===== config.mk =====
export PLATFORM = sky130hd
export DESIGN_NAME = sync_pin_and_video_bus_mux
export DESIGN_NICKNAME = d
export VERILOG_FILES = /design/src/rtl/pin_mux_pkg.sv /design/src/rtl/sync_pin_and_video_bus_mux.sv
export SDC_FILE = /design/constraint.sdc
export NUM_CORES = 1
export LEC_CHECK = 0
export BUFFER_PORTS_ARGS = -buffer_cell sky130_fd_sc_hd__buf_2
export CORE_ASPECT_RATIO = 1.25
export CORE_MARGIN = 1.5
export CORE_UTILIZATION = 49
export DETAILED_ROUTE_END_ITERATION = 8
export HOLD_SLACK_MARGIN = 0.1
export PLACE_DENSITY_LB_ADDON = 0.3
export SLEW_MARGIN = 10
export SYNTH_ARGS = -nofsm -noshare
export SYNTH_HDL_FRONTEND = slang
export SYNTH_SLANG_ARGS = --single-unit

===== constraint.sdc =====
create_clock -name i_clk -period 2.01 [get_ports i_clk]
set_clock_uncertainty 0.1 [all_clocks]
set_input_delay 0.201 -clock i_clk [delete_from_list [all_inputs] [get_ports i_clk]]
set_output_delay 0.201 -clock i_clk [all_outputs]
set_load 0.02 [all_outputs]

===== src/rtl/pin_mux_pkg.sv =====
// Constants, types and register map for the sync pin and video bus multiplexer
`default_nettype none
package pin_mux_pkg;
  localparam int NUM_CH = 4;
  localparam int BYTE_W = 8;

  // Register byte addresses
  localparam logic [7:0] ADDR_PIN12_CTRL   = 8'hC8;
  localparam logic [7:0] ADDR_PIN34_CTRL   = 8'hC9;
  localparam logic [7:0] ADDR_BUS_MODE     = 8'hCA;
  localparam logic [7:0] ADDR_PIN_INVERT   = 8'hCB;
  localparam logic [7:0] ADDR_SECOND_SEL   = 8'hCC;
  localparam logic [7:0] ADDR_FIRST_SEL    = 8'hCD;

  // Field layout
  localparam int PIN_STRIDE  = 4;
  localparam int FN_W        = 3;
  localparam int GP_OFS      = 3;
  localparam int INVERT_POS  = 4;
  localparam int SEL_W       = 2;

  // Reset values
  localparam logic [7:0] RST_PIN_CTRL   = 8'h00;
  localparam logic [7:0] RST_BUS_MODE   = 8'h00;
  localparam logic [7:0] RST_PIN_INVERT = 8'h00;
  localparam logic [7:0] RST_SECOND_SEL = 8'h39;
  localparam logic [7:0] RST_FIRST_SEL  = 8'hE4;
  localparam logic [7:0] RST_BYTE       = 8'h00;
  localparam logic [1:0] SLOT_STEP      = 2'h1;

  typedef enum logic [2:0] {
    FN_HSYNC     = 3'h0,
    FN_VSYNC     = 3'h1,
    FN_FIELD     = 3'h2,
    FN_HACTIVE   = 3'h3,
    FN_VH_ACTIVE = 3'h4,
    FN_NO_VIDEO  = 3'h5,
    FN_CSYNC     = 3'h6,
    FN_GP_LEVEL  = 3'h7
  } pin_function_t;

  typedef enum logic [1:0] {
    MUX_SINGLE   = 2'h0,
    MUX_TWO      = 2'h1,
    MUX_FOUR     = 2'h2,
    MUX_RESERVED = 2'h3
  } bus_mux_mode_t;

  // Per-channel timing from the decoder core
  typedef struct packed {
    logic hsync_n;
    logic vsync_n;
    logic field_even;
    logic h_active;
    logic v_active;
    logic no_video;
    logic video_loss;
  } chan_timing_t;
endpackage : pin_mux_pkg
`default_nettype wire


===== src/rtl/sync_pin_and_video_bus_mux.sv =====
// Multi-purpose sync pins and time-multiplexed video output buses
`default_nettype none

module sync_pin_and_video_bus_mux
  import pin_mux_pkg::*;
(
  // Clock and reset
  input  wire  logic                                         i_clk,
  input  wire  logic                                         i_arst_n,
  // Register port
  input  wire  logic [7:0]                                   i_reg_addr,
  input  wire  logic                                         i_reg_wr,
  input  wire  logic                                         i_reg_rd,
  input  wire  logic [7:0]                                   i_reg_wdata,
  output logic [7:0]                                         o_reg_rdata,
  // Decoder channel sources
  input  wire  pin_mux_pkg::chan_timing_t [pin_mux_pkg::NUM_CH-1:0] i_chan_timing,
  input  wire  logic [pin_mux_pkg::NUM_CH-1:0][7:0]          i_video_data,
  input  wire  logic [pin_mux_pkg::NUM_CH-1:0]               i_video_loss_out_en,
  // Multi-purpose pins
  input  wire  logic [pin_mux_pkg::NUM_CH-1:0]               i_pin_in,
  output logic [pin_mux_pkg::NUM_CH-1:0]                     o_pin_out,
  output logic [pin_mux_pkg::NUM_CH-1:0]                     o_pin_oe,
  // Video output buses
  output logic [pin_mux_pkg::NUM_CH-1:0][7:0]                o_video_bus
);
  import pin_mux_pkg::*;

  logic [1:0][7:0]            pin_ctrl_reg;
  logic [1:0][7:0]            pin_ctrl_next;
  logic [7:0]                 bus_mode_reg;
  logic [7:0]                 bus_mode_next;
  logic [7:0]                 invert_reg;
  logic [7:0]                 invert_next;
  logic [7:0]                 second_sel_reg;
  logic [7:0]                 second_sel_next;
  logic [7:0]                 first_sel_reg;
  logic [7:0]                 first_sel_next;
  logic [7:0]                 rdata_reg;
  logic [7:0]                 rdata_next;
  logic [1:0]                 slot_reg;
  logic [1:0]                 slot_next;
  logic [NUM_CH-1:0]          pin_reg;
  logic [NUM_CH-1:0]          pin_next;
  logic [NUM_CH-1:0]          oe_reg;
  logic [NUM_CH-1:0][7:0]     bus_reg;
  logic [NUM_CH-1:0][7:0]     bus_next;
  pin_function_t              pin_code [NUM_CH];
  logic [NUM_CH-1:0]          pin_gp;
  logic [NUM_CH-1:0]          pin_inv;
  bus_mux_mode_t              bus_mode [NUM_CH];
  logic [1:0]                 first_src [NUM_CH];
  logic [1:0]                 second_src [NUM_CH];

  // Register writes
  always_comb
  begin
    pin_ctrl_next   = pin_ctrl_reg;
    bus_mode_next   = bus_mode_reg;
    invert_next     = invert_reg;
    second_sel_next = second_sel_reg;
    first_sel_next  = first_sel_reg;
    if (i_reg_wr)
    begin
      if (i_reg_addr == ADDR_PIN12_CTRL)
        pin_ctrl_next[0] = i_reg_wdata;
      else if (i_reg_addr == ADDR_PIN34_CTRL)
        pin_ctrl_next[1] = i_reg_wdata;
      else if (i_reg_addr == ADDR_BUS_MODE)
        bus_mode_next = i_reg_wdata;
      else if (i_reg_addr == ADDR_PIN_INVERT)
        invert_next = i_reg_wdata;
      else if (i_reg_addr == ADDR_SECOND_SEL)
        second_sel_next = i_reg_wdata;
      else if (i_reg_addr == ADDR_FIRST_SEL)
        first_sel_next = i_reg_wdata;
    end
  end

  // Register reads; the level bits show the pin, not the stored value
  always_comb
  begin
    rdata_next = RST_BYTE;
    if (i_reg_rd)
    begin
      if (i_reg_addr == ADDR_PIN12_CTRL)
      begin
        rdata_next = pin_ctrl_reg[0];
        rdata_next[GP_OFS] = i_pin_in[0];
        rdata_next[PIN_STRIDE + GP_OFS] = i_pin_in[1];
      end
      else if (i_reg_addr == ADDR_PIN34_CTRL)
      begin
        rdata_next = pin_ctrl_reg[1];
        rdata_next[GP_OFS] = i_pin_in[2];
        rdata_next[PIN_STRIDE + GP_OFS] = i_pin_in[3];
      end
      else if (i_reg_addr == ADDR_BUS_MODE)
        rdata_next = bus_mode_reg;
      else if (i_reg_addr == ADDR_PIN_INVERT)
        rdata_next = invert_reg;
      else if (i_reg_addr == ADDR_SECOND_SEL)
        rdata_next = second_sel_reg;
      else if (i_reg_addr == ADDR_FIRST_SEL)
        rdata_next = first_sel_reg;
    end
  end

  always_ff @(posedge i_clk or negedge i_arst_n)
  begin
    if (!i_arst_n)
    begin
      pin_ctrl_reg   <= {RST_PIN_CTRL, RST_PIN_CTRL};
      bus_mode_reg   <= RST_BUS_MODE;
      invert_reg     <= RST_PIN_INVERT;
      second_sel_reg <= RST_SECOND_SEL;
      first_sel_reg  <= RST_FIRST_SEL;
      rdata_reg      <= RST_BYTE;
    end
    else
    begin
      pin_ctrl_reg   <= pin_ctrl_next;
      bus_mode_reg   <= bus_mode_next;
      invert_reg     <= invert_next;
      second_sel_reg <= second_sel_next;
      first_sel_reg  <= first_sel_next;
      rdata_reg      <= rdata_next;
    end
  end

  // Interleave slot, shared by all buses so streams stay aligned
  always_comb
  begin
    slot_next = slot_reg + SLOT_STEP;
  end

  genvar p;
  generate
    for (p = 0; p < NUM_CH; p++)
    begin : g_chan
      always_comb
      begin
        pin_code[p]   = pin_function_t'(pin_ctrl_reg[p / 2][(p % 2) * PIN_STRIDE +: FN_W]);
        pin_gp[p]     = pin_ctrl_reg[p / 2][(p % 2) * PIN_STRIDE + GP_OFS];
        pin_inv[p]    = invert_reg[INVERT_POS + p];
        bus_mode[p]   = bus_mux_mode_t'(bus_mode_reg[p * SEL_W +: SEL_W]);
        first_src[p]  = first_sel_reg[p * SEL_W +: SEL_W];
        second_src[p] = second_sel_reg[p * SEL_W +: SEL_W];
      end

      // Pin function select
      always_comb
      begin
        logic lvl;
        lvl = pin_gp[p];
        case (pin_code[p])
          FN_HSYNC:     lvl = i_chan_timing[p].hsync_n;
          FN_VSYNC:     lvl = i_chan_timing[p].vsync_n;
          FN_FIELD:     lvl = i_chan_timing[p].field_even;
          FN_HACTIVE:   lvl = i_chan_timing[p].h_active;
          FN_VH_ACTIVE: lvl = i_chan_timing[p].v_active & i_chan_timing[p].h_active;
          FN_NO_VIDEO:  lvl = i_chan_timing[p].no_video;
          FN_CSYNC:     lvl = i_chan_timing[p].vsync_n & i_chan_timing[p].hsync_n;
          default:      lvl = pin_gp[p];
        endcase
        if (i_video_loss_out_en[p])
          lvl = i_chan_timing[p].video_loss;
        // Inversion also applies to the video-loss override
        pin_next[p] = lvl ^ pin_inv[p];
      end

      // Bus source select; one byte per clock from the chosen channel
      always_comb
      begin
        logic [1:0] src;
        src = first_src[p];
        case (bus_mode[p])
          MUX_TWO:  src = slot_reg[0] ? second_src[p] : first_src[p];
          MUX_FOUR: src = slot_reg;
          default:  src = first_src[p];
        endcase
        bus_next[p] = i_video_data[src];
      end

      a_hsync_pin: assert property (@(posedge i_clk) disable iff (!i_arst_n)
        (!i_video_loss_out_en[p] && pin_code[p] == FN_HSYNC && !pin_inv[p])
        |=> o_pin_out[p] == $past(i_chan_timing[p].hsync_n))
        else $error("pin does not follow horizontal sync");

      a_vsync_pin: assert property (@(posedge i_clk) disable iff (!i_arst_n)
        (!i_video_loss_out_en[p] && pin_code[p] == FN_VSYNC && !pin_inv[p])
        |=> o_pin_out[p] == $past(i_chan_timing[p].vsync_n))
        else $error("pin does not follow vertical sync");

      a_field_pin: assert property (@(posedge i_clk) disable iff (!i_arst_n)
        (!i_video_loss_out_en[p] && pin_code[p] == FN_FIELD && !pin_inv[p])
        |=> o_pin_out[p] == $past(i_chan_timing[p].field_even))
        else $error("field flag wrong on pin");

      a_hactive_pin: assert property (@(posedge i_clk) disable iff (!i_arst_n)
        (!i_video_loss_out_en[p] && pin_code[p] == FN_HACTIVE && !pin_inv[p])
        |=> o_pin_out[p] == $past(i_chan_timing[p].h_active))
        else $error("horizontal window wrong on pin");

      a_window_pin: assert property (@(posedge i_clk) disable iff (!i_arst_n)
        (!i_video_loss_out_en[p] && pin_code[p] == FN_VH_ACTIVE && !pin_inv[p])
        |=> o_pin_out[p] == ($past(i_chan_timing[p].v_active) && $past(i_chan_timing[p].h_active)))
        else $error("combined window wrong on pin");

      a_no_video_pin: assert property (@(posedge i_clk) disable iff (!i_arst_n)
        (!i_video_loss_out_en[p] && pin_code[p] == FN_NO_VIDEO && !pin_inv[p])
        |=> o_pin_out[p] == $past(i_chan_timing[p].no_video))
        else $error("no-video flag wrong on pin");

      a_csync_pin: assert property (@(posedge i_clk) disable iff (!i_arst_n)
        (!i_video_loss_out_en[p] && pin_code[p] == FN_CSYNC && !pin_inv[p])
        |=> o_pin_out[p] == ($past(i_chan_timing[p].hsync_n) && $past(i_chan_timing[p].vsync_n)))
        else $error("composite sync wrong on pin");

      a_gp_level_pin: assert property (@(posedge i_clk) disable iff (!i_arst_n)
        (!i_video_loss_out_en[p] && pin_code[p] == FN_GP_LEVEL)
        |=> o_pin_out[p] == ($past(pin_gp[p]) ^ $past(pin_inv[p])))
        else $error("general purpose level not driven");

      a_invert_pin: assert property (@(posedge i_clk) disable iff (!i_arst_n)
        (!i_video_loss_out_en[p] && pin_code[p] == FN_NO_VIDEO && pin_inv[p])
        |=> o_pin_out[p] != $past(i_chan_timing[p].no_video))
        else $error("inverted pin not inverted");

      a_loss_override: assert property (@(posedge i_clk) disable iff (!i_arst_n)
        i_video_loss_out_en[p]
        |=> o_pin_out[p] == ($past(i_chan_timing[p].video_loss) ^ $past(pin_inv[p])))
        else $error("video loss not on pin");

      a_single_bus: assert property (@(posedge i_clk) disable iff (!i_arst_n)
        (bus_mode[p] == MUX_SINGLE)
        |=> o_video_bus[p] == $past(i_video_data[first_src[p]]))
        else $error("single mode bus has wrong source");

      a_two_ch_bus: assert property (@(posedge i_clk) disable iff (!i_arst_n)
        (bus_mode[p] == MUX_TWO && slot_reg[0])
        |=> o_video_bus[p] == $past(i_video_data[second_src[p]]))
        else $error("second stream has wrong source");

      a_first_stream: assert property (@(posedge i_clk) disable iff (!i_arst_n)
        (bus_mode[p] == MUX_TWO && !slot_reg[0])
        |=> o_video_bus[p] == $past(i_video_data[first_src[p]]))
        else $error("first stream has wrong source");

      a_four_ch_bus: assert property (@(posedge i_clk) disable iff (!i_arst_n)
        (bus_mode[p] == MUX_FOUR)
        |=> o_video_bus[p] == $past(i_video_data[slot_reg]))
        else $error("four channel interleave has wrong source");
    end
  endgenerate

  always_ff @(posedge i_clk or negedge i_arst_n)
  begin
    if (!i_arst_n)
    begin
      slot_reg <= '0;
      pin_reg  <= '0;
      oe_reg   <= '0;
      bus_reg  <= '0;
    end
    else
    begin
      slot_reg <= slot_next;
      pin_reg  <= pin_next;
      oe_reg   <= '1;
      bus_reg  <= bus_next;
    end
  end

  a_pin_readback: assert property (@(posedge i_clk) disable iff (!i_arst_n)
    (i_reg_rd && i_reg_addr == ADDR_PIN12_CTRL)
    |=> o_reg_rdata[GP_OFS] == $past(i_pin_in[0]) && o_reg_rdata[PIN_STRIDE + GP_OFS] == $past(i_pin_in[1]))
    else $error("level bit readback is not the pin input");

  a_reset_sources: assert property (@(posedge i_clk)
    $rose(i_arst_n) |-> first_sel_reg == RST_FIRST_SEL && second_sel_reg == RST_SECOND_SEL)
    else $error("source selectors wrong after reset");

  assign o_reg_rdata = rdata_reg;
  assign o_pin_out   = pin_reg;
  assign o_pin_oe    = oe_reg;
  assign o_video_bus = bus_reg;
endmodule : sync_pin_and_video_bus_mux
`default_nettype wire


# After elaboration in Yosys (flattened, before gate mapping)

Cells that the tools add are included.

Add/sub/neg operators: 1
$mul: 0
Div/mod/pow operators: 0
Order comparisons: 4
Equal/unequal tests: 38
Shift-type cells: 0
Mux-type cells: 31
Bitwise logic cells: 17
Reduce and logical (&&, ||, !) cells: 10

Operator list:

| operator            | count |
|---|---|
| $mux 8              | 11 |
| $bmux 8 s2          | 4 |
| $eq 8x8->1 const B  | 6 |
| $eq 3x3->1 const B  | 12 |
| $pmux 1 s7          | 4 |
| $eq 3x2->1 const B  | 8 |
| $pmux 2 s2          | 4 |
| $eq 3x1->1 const B  | 4 |
| $logic_not 3->1     | 4 |
| $lt 2x3->1 const B  | 4 |
| $and 1x1->1         | 8 |
| $eq 2x1->1 const B  | 4 |
| $eq 2x2->1 const B  | 4 |
| $mux 2              | 4 |
| $reduce_and 7->1    | 1 |
| $reduce_and 6->1    | 1 |
| $not 1->1           | 5 |
| $reduce_and 5->1    | 1 |
| $mux 1              | 4 |
| $reduce_and 4->1    | 1 |
| $xor 1x1->1         | 4 |
| $reduce_and 3->1    | 1 |
| $add 2x1->2 const B | 1 |
| $reduce_and 2->1    | 1 |

Bits in registers: 95
Latch bits: 0
Memory bits (writable): 0
Bits in read-only memories: 0
Input port bits: 88
Output and inout port bits: 48
Word-level logic and storage cells: 115
Memories: 0

# Longest topological paths before layout

Gate-level depths: netlist (run 1).

Word-level depth: 8
Mapped depth: 8
Depth with buffers taken out: 7

# Least setup slack after synthesis (run 1)

OpenSTA, ideal clock, no wires.

Path type: register to register
Start point: register bus_mode_reg[2]
End point: register bus_reg, in the netlist o_video_bus[13]
Setup time: 0.142 ns
Data arrival time: 1.670 ns
Data required time: 1.768 ns
Path slack: 0.098 ns
Stages on the path, launching flop included: 7
Path buffers: 1
Period minus slack after synthesis: 1.912 ns
Cells stage by stage: dfrtp_1 > inv_1 > ha_1 > o32ai_4 > buf_6 > mux2i_1 > mux2i_1

RTL lines:

| item                   | line                              | source |
|---|---|---|
| from (decl)            | sync_pin_and_video_bus_mux.sv:31  | `logic [7:0] bus_mode_reg;` |
| from (signal assigned) | sync_pin_and_video_bus_mux.sv:123 | `bus_mode_reg <= bus_mode_next;` |
| to (signal assigned)   | sync_pin_and_video_bus_mux.sv:271 | `bus_reg <= bus_next;` |
| to (decl)              | sync_pin_and_video_bus_mux.sv:46  | `logic [NUM_CH-1:0][7:0] bus_reg;` |

==> flow_results.org, run 1 <==
** Routing
- Drt wl/cell :: 17.73 microns
- Number of search-and-repair iterations in the first detailed-routing pass :: 4
- Dividing the detail-routed via count by the number of cells gives 5.582.
- For this block, the via count after detailed routing is 4114.
- For this block, the initial DRC count from the detailed router was 166.
- After detailed routing, the number of remaining DRC violations is 0.
- Number of nets still failing antenna checks after routing :: 0
- Total wirelength of the detailed-routed design :: 13.06 mm

** Global route
- Aggregate global routing overflow :: 0
- Number of global-route vias before repair :: 4373
- The number of antenna violations at the first check in global routing was 0.
- The first global-routing pass estimated 21.69 mm of wire.
- Global router's overall resource usage :: 0.2307
- Maximum number of pins on one net before global-route repair :: 44

** Synth
- Of the synthesized area, sequential elements account for 0.4401.
- #FFs+latches synth :: 95
- Most frequent cell after synthesis :: mux2i_1
- The Yosys step of the flow raised 0 warnings.
- Synthesis instantiated 49 different standard cells from the library.
- A synthesized cell averages 12.94 sq um.
- Async set-or-reset flop fraction in the synthesized netlist :: 1.000
- Sorting the synthesized cells by how often they occur yields mux2i_1, dfrtp_1, mux2_2, mux2_4, inv_1.
- Leading post-synthesis cells by cell area :: dfrtp_1, mux2i_1, mux2_2
- Synthesized area :: 5424 sq um
- dfrtp_1 takes more of the synthesized area than any other cell.
- Nets in the synthesized netlist :: 515
- After technology mapping, the gate count stands at 419.
- Top cell type's share of synthesized area :: 0.4014
- In this run, synthesis inferred 0 flip-flops with an integrated enable.
- The most used flip-flop cell after synthesis is dfrtp_1.

** Placement
- Buffers placed on the I/O ports in this run total 135.
- After detailed placement, the total cell area comes to 6397 sq um.
- Final HPWL from detailed placement :: 9.470 mm
- Placer Congestion :: 0.8374

** Floorplan
- Die Y-Extent :: 120.6 microns
- Area enclosed by the die boundary :: 11710 sq um
- 136 I/O pins were placed.
- The region available for standard cell placement spans 10670 sq um.
- The floorplan has 42 rows.
- Die width :: 97.11 microns
- The initial utilization of the core area, before any placement, comes to 0.5084.

** Cells and area
- Net count, final :: 696
- The area growth from synthesis to layout is 29.02%.
- Of the cells placed in the final design, the portion with a size suffix greater than 1 is 0.4413.
- The repair_antennas step left the layout with diodes totalling 0.
- Max reg flops :: 32
- At the end of the flow the core is filled with cells to 0.6560.
- Cell area after layout :: 6998 sq um

** CTS
- TritonCTS created 9 clock buffers.
- In this run the deepest clock path goes through 2 buffers.
- Clock net sink count :: 95
- CTS placed an instance of clkbuf_16 at the clock tree root.
- The later pin in the worst-skew pair is clocked with a latency of 0.34 ns.
- CTS H-Tree Depth :: 3
- Clock tree from TritonCTS :: yes
- Register clock-pin slew on the reported worst setup and hold paths :: 0.06 ns

** STA
- Time the worst path needs with I/O delays and setup :: 1.940 ns
- The final-report max-slew violation count is 0.
- At the pin with the least slew margin, the transition time is 0.5334 ns.
- In the finished design, the share of the clock period the worst path needs comes to 0.9650.
- The hold violation total from the final report is 0.
- Static timing analysis puts the maximum clock frequency at 515.6 MHz.
- The worst pin sits at a relative slew slack of 0.6444.
- Hold timing on the final database bottoms out at a slack of 0.09598 ns.
- Setup violators final :: 0

** Hold path
- Cells on Worst Hold Path :: 4
- The tightest min-delay check is of the in -> reg type.

** Setup path
- Critical path type :: reg -> reg
- STA puts the critical path data required time at 2.12 ns.
- The worst setup path is launched from a flip-flop.
- Critical path capture point type :: flip-flop
- For the worst flop-to-flop path, the logic depth is 8.
- Along the worst path, the maximum fanout reaches 16.
- Slowest-stage cell, CP :: dfrtp_1
- Walking the worst path, the cells encountered are buf_4 -> ha_1 -> buf_4 -> a21oi_4 -> o32ai_4 -> buf_12 -> mux2i_1 -> mux2i_1.
- Endpoint arrival time on the critical path :: 2.04 ns
- For this run, the slowest stage of the critical path takes 0.40 ns.

** Flow run
- Number of max-cap violations :: 0

** Power and ir drop
- In this run the static leakage power is 3.087 nW.
- IR analysis of the VDD net gives a maximum drop of 0.4629 mV.
- Pwr/cell area :: 670.2 nW/um^2

** Status
- Outcome :: complete, no violations
## cells by family (layout without fill, tap and decap cells)
group / after synthesis / count (layout) / share of synthesized area
mux: 170 / 170 / 0.3421
flops: 95 / 95 / 0.4401
simple gates: 55 / 55 / 0.07243
compound gates: 51 / 51 / 0.08166
buf+inv: 34 / 220 / 0.03645
fa+ha+maj: 8 / 8 / 0.01846
xor+xnor: 5 / 5 / 0.008075
other cells: 1 / 1 / 0.0006914
## cell type report
| cell class | instances | area [sq um] |
|---|---|---|
| Inverter | 16 | 62.56 |
| Clock inverter | 6 | 62.56 |
| Timing Repair Buffer | 188 | 1184 |
| Fill cell | 819 | 3670 |
| Tap cell | 132 | 165.2 |
| Sequential cell | 95 | 2387 |
| Clock buffer | 10 | 229.0 |
| Multi-Input combinational cell | 290 | 2908 |
## report_power, final
group	internal [mW]	leakage [nW]	switching, mW
sequential	2.04	1.20	0.0727
clock	0.960	0.134	0.733
combinational	0.418	1.75	0.471
total	3.41	3.09	1.28
## metal layers
metal / vias up / track usage / routed length [microns] / part of all wire
met5: - / 0 / 0 / 0
met4: 0 / 0.05707 / 158 / 0.012
met3: 19 / 0.04335 / 669 / 0.051
met2: 126 / 0.4218 / 6761 / 0.52
met1: 2042 / 0.2797 / 5475 / 0.42
li1: 1927 / - / - / -
## repair_timing
item,in CTS,in global routing
hold buffers,18,0
endpoints found under the hold margin,72,0
endpoints found under the setup margin,24,15
resized for setup,4,6
buffers inserted,3,0
pin swaps,3,0
## stage by stage
step | setup TNS (ns) | setup slack [ns] | cells | total power, mW
finish | 0 | 0.07044 | 737 | 4.690
global route | -0.09341 | -0.03138 | 737 | 4.888
CTS | 0 | 0.02830 | 737 | 4.713
detailed placement | -5.681 | -0.2607 | 700 | 2.974
global placement | -3.935 | -0.2046 | 700 | 2.947
floorplan | 0 | 0.09821 | 419 | 2.614
## critical path: cells and delay by family (launching register included)
family          cells  cell delay [ns]
buf+inv             3             0.49
fa+ha+maj           1             0.21
mux                 2             0.26
flops               1             0.40
compound gates      2             0.35
## placed cells by master, fill, tap and decap left out, types with 9 or more instances in the layout
cell / count
clkbuf_16: 9
buf_2: 134
nor2b_1: 12
dfrtp_1: 87
inv_1: 15
buf_4: 31
mux2_4: 16
mux2i_1: 113
mux2_2: 39
dlygate4sd3_1: 18
## worst paths after layout
path	from	end	slack, ns
min reg2reg	invert_reg[5]	o_pin_out[1]	0.41
max	bus_mode_reg[0]	o_video_bus[6]	0.07
min in group asynchronous	i_arst_n	invert_reg[2]	0.26
max in group asynchronous	i_arst_n	second_sel_reg[3]	0.86
max reg2reg	bus_mode_reg[0]	o_video_bus[6]	0.07
min	i_video_loss_out_en[2]	o_pin_out[2]	0.1
Note: power is estimated with default switching activity, not from simulation.
==> run 2, diff against run 1 <==
- REMOVE_ABC_BUFFERS: default -> 1
==> run 2 against run 1 <==
  * Count of clock-buffer cells in the layout grew 3
  * Register-to-register slack is essentially flat
  * Sequential share of layout area shrank 0.33 points
  * Total power grew 1.2%
  * Worst setup slack gained 0.0028 ns
  * Sequential power is essentially flat
  * Largest power group unchanged
==> flow_results.org, run 2 (same netlist as run 1, synthesis figures left out) <==
** Setup path
- Slowest-stage cell, CP :: dfrtp_1 (unchanged)
- The count of buffer and inverter cells on the critical path was 2 (was 3).
- Endpoint arrival time on the critical path :: 2.04 ns (about the same)
- Chain of cells forming the critical path :: ha_1 -> buf_4 -> a21oi_4 -> o32ai_4 -> buf_12 -> mux2i_1 -> mux2i_1 (was buf_4 -> ha_1 -> buf_4 -> a21oi_4 -> o32ai_4 -> buf_12 -> mux2i_1 -> mux2i_1)
- The dominant delay contributor by cell family on the critical path was flip-flops (was buffers and inverters).
- The worst path required time was 2.11 ns (was 2.12 ns).
- CP peak stage delay :: 0.40 ns (about the same)
- The type of destination of the critical path is a flip-flop (unchanged).
- Critical path type :: reg -> reg (unchanged)
- CP most frequent cell :: mux2i_1
- The kind of start point of the critical path is a flip-flop (unchanged).
- Crit-path max FO :: 16 (unchanged)

** Cells and area
- The area growth from synthesis to final layout is 30.29% (was 29.02%).
- The final standard cell utilization of the core is 0.6624 (was 0.6560).
- The summed area of non-filler cells in the final layout is 7067 sq um (was 6998 sq um).
- Share of final-layout standard cells stronger than drive strength 1 :: 0.4359 (was 0.4413)
- Leading cell type in the layout, fill and taps excluded :: buf_2 (unchanged)
- The number of antenna repair diodes came to 0 (unchanged).
- Commonest cells after routing, fill and taps aside :: buf_2, mux2i_1, dfrtp_1, mux2_2, buf_4 (unchanged)
- Net count, final :: 699 (was 696)
- The fill cell total of the finished layout came to 796 (was 819).
- The flip-flop count of the largest register, all copies and words added is 32 (unchanged).

** STA
- Normalized max-slew margin :: 0.6370 (was 0.6444)
- The top achievable clock speed came to 516.3 MHz (was 515.6 MHz).
- Period Utilization, post-route :: 0.9636 (was 0.9650)
- The number of setup violations in the final report came to 0 (unchanged).
- Hold_ws :: 0.1056 ns (was 0.09598 ns)
- The actual slew at the worst max-slew pin was 0.5446 ns (was 0.5334 ns).
- Setup repair after global routing left no endpoint under its margin.
- Slew Limit Fails :: 0 (unchanged)
- The hold violation total from the final report is 0 (unchanged).
- Minimum setup slack in the final design :: 0.07320 ns (was 0.07044 ns)
- The minimum period implied by the final worst setup slack came to 1.937 ns (was 1.940 ns).

** Power and ir drop
- The peak ir drop on the vdd network was 0.4998 mV (was 0.4629 mV).
- The total power per unit cell area came to 671.6 nW/um^2 (was 670.2 nW/um^2).
- The leakage component of the power is 3.115 nW (was 3.087 nW).

** Hold path
- Worst hold path class :: in -> reg (unchanged)

** CTS
- Register clock-pin slew on the reported worst setup and hold paths :: 0.06 ns (about the same)
- Num CTS Buffers :: 9 (unchanged)
- The worst-skew pair later-pin latency is 0.34 ns (about the same).
- CTS H-Tree Depth :: 3 (unchanged)
- The number of sinks on the clock net came to 95 (unchanged).
- Root Buffer :: clkbuf_16 (unchanged)
- Clock tree from TritonCTS :: yes (unchanged)
- Maximum clock insertion buffer count :: 2 (unchanged)

** Routing
- The total routed wirelength came to 13.16 mm (was 13.06 mm).
- Drt wl/cell :: 17.78 microns (was 17.73 microns)
- The detailed-route vias per instance was 5.569 (was 5.582).
- Total number of vias :: 4121 (was 4114)
- Number of search-and-repair iterations in the first detailed-routing pass :: 4 (unchanged)
- Total DRC errors in the routed layout :: 0 (unchanged)
- The number of DRC markers after the initial detailed-route iteration came to 93 (was 166).
- Number of nets still failing antenna checks after routing :: 0 (unchanged)

** Floorplan
- The area of the core is 10670 sq um (unchanged).
- Site Rows :: 42 (unchanged)
- Initial core utilization :: 0.5084 (unchanged)
- Area enclosed by the die boundary :: 11710 sq um (unchanged)
- Die width :: 97.11 microns (unchanged)
- The I/O pin total was 136 (unchanged).
- Die Y-Extent :: 120.6 microns (unchanged)

** Placement
- The sum of net half-perimeters after detailed placement was 9.382 mm (was 9.470 mm).
- The routability-driven placement congestion ratio is 0.8228 (was 0.8374).
- The count of buffers from port buffering came to 135 (unchanged).
- The worst-case setup slack after placement was -0.2820 ns (was -0.2607 ns).
- Post-detailed-placement cell area :: 6415 sq um (was 6397 sq um)

** Global route
- The global-route wire length before repair came to 21.47 mm (was 21.69 mm).
- Antenna violations before repair :: 0 (unchanged)
- The aggregate global routing overflow came to 0 (unchanged).
- Maximum number of pins on one net before global-route repair :: 41 (was 44)
- The number of global-route vias before repair is 4312 (was 4373).
- The all-layer global routing usage came to 0.2289 (was 0.2307).

** Flow run
- Number of max-cap violations :: 0 (unchanged)

** Status
- Outcome :: complete, no violations (unchanged)
run 2: cell types whose count changed in the layout (fill, tap and decap cells not counted), sizes merged:
| cell | previous run | this run |
|---|---|---|
| buf | 170 | 169 |
| clkbuf | 10 | 13 |
| clkinv | 2 | 1 |
| clkinvlp | 3 | 1 |
| dlygate4sd3 | 18 | 22 |
run 2: worst reg2reg max path, cell delays in order, from the launching register on:
cell     delay [ns]
dfrtp_1        0.40
ha_1           0.33
buf_4          0.17
a21oi_4        0.18
o32ai_4        0.13
buf_12         0.18
mux2i_1        0.21
mux2i_1        0.10
run 2: final timing paths:
check                                  from         endpoint  slack (ns)  depth (start not counted)
min                        i_video_data[13]  o_video_bus[29]        0.11                          3
min reg2reg                 pin_ctrl_reg[7]  pin_ctrl_reg[7]        0.41                          1
max in group asynchronous          i_arst_n     o_pin_out[1]        0.86                          3
max                         bus_mode_reg[5]  o_video_bus[16]        0.07                          7
max reg2reg                 bus_mode_reg[5]  o_video_bus[16]        0.07                          7
min in group asynchronous          i_arst_n      pin_code[3]        0.27                          2
run 2: through the flow:
step	power (mW)	setup TNS, ns	std cells
floorplan	2.586	-0.8735	401
detailed placement	2.974	-5.704	699
CTS	4.766	0	740
global placement	2.949	-3.674	699
global route	4.939	0	740
finish	4.746	0	740
run 2: area by class of cell:
| cell class | count | area [sq um] | area share |
|---|---|---|---|
| clock inverter | 3 | 42.54 | 0.006020 |
| timing repair buffer | 191 | 1241 | 0.1756 |
| multi-input combinational | 290 | 2908 | 0.4115 |
| tap | 132 | 165.2 | 0.02337 |
| sequential | 95 | 2387 | 0.3378 |
| clock buffer | 13 | 260.3 | 0.03683 |
| inverter | 16 | 62.56 | 0.008853 |
run 2: repair_timing:
| action | in CTS | in global routing |
|---|---|---|
| hold buffers | 22 | 0 |
| hold endpoints to repair | 84 | 0 |
| pin swaps | 3 | 0 |
| buffers inserted | 3 | 0 |
| endpoints found under the setup margin | 24 | 19 |
| resized for setup | 3 | 7 |
run 2: metal layers:
layer | part of all wire | track usage | vias up | wire length, microns
li1 | - | - | 1943 | -
met2 | 0.51 | 0.4113 | 132 | 6745
met3 | 0.047 | 0.03295 | 23 | 622
met5 | 0 | 0 | - | 0
met1 | 0.42 | 0.2793 | 2023 | 5498
met4 | 0.022 | 0.08243 | 0 | 293
run 2: report_power, final:
group | internal, mW | total [mW] | switching (mW)
Combinational | 0.424 | 0.899 | 0.475
Sequential | 2.04 | 2.11 | 0.0721
Clock | 1.03 | 1.74 | 0.707
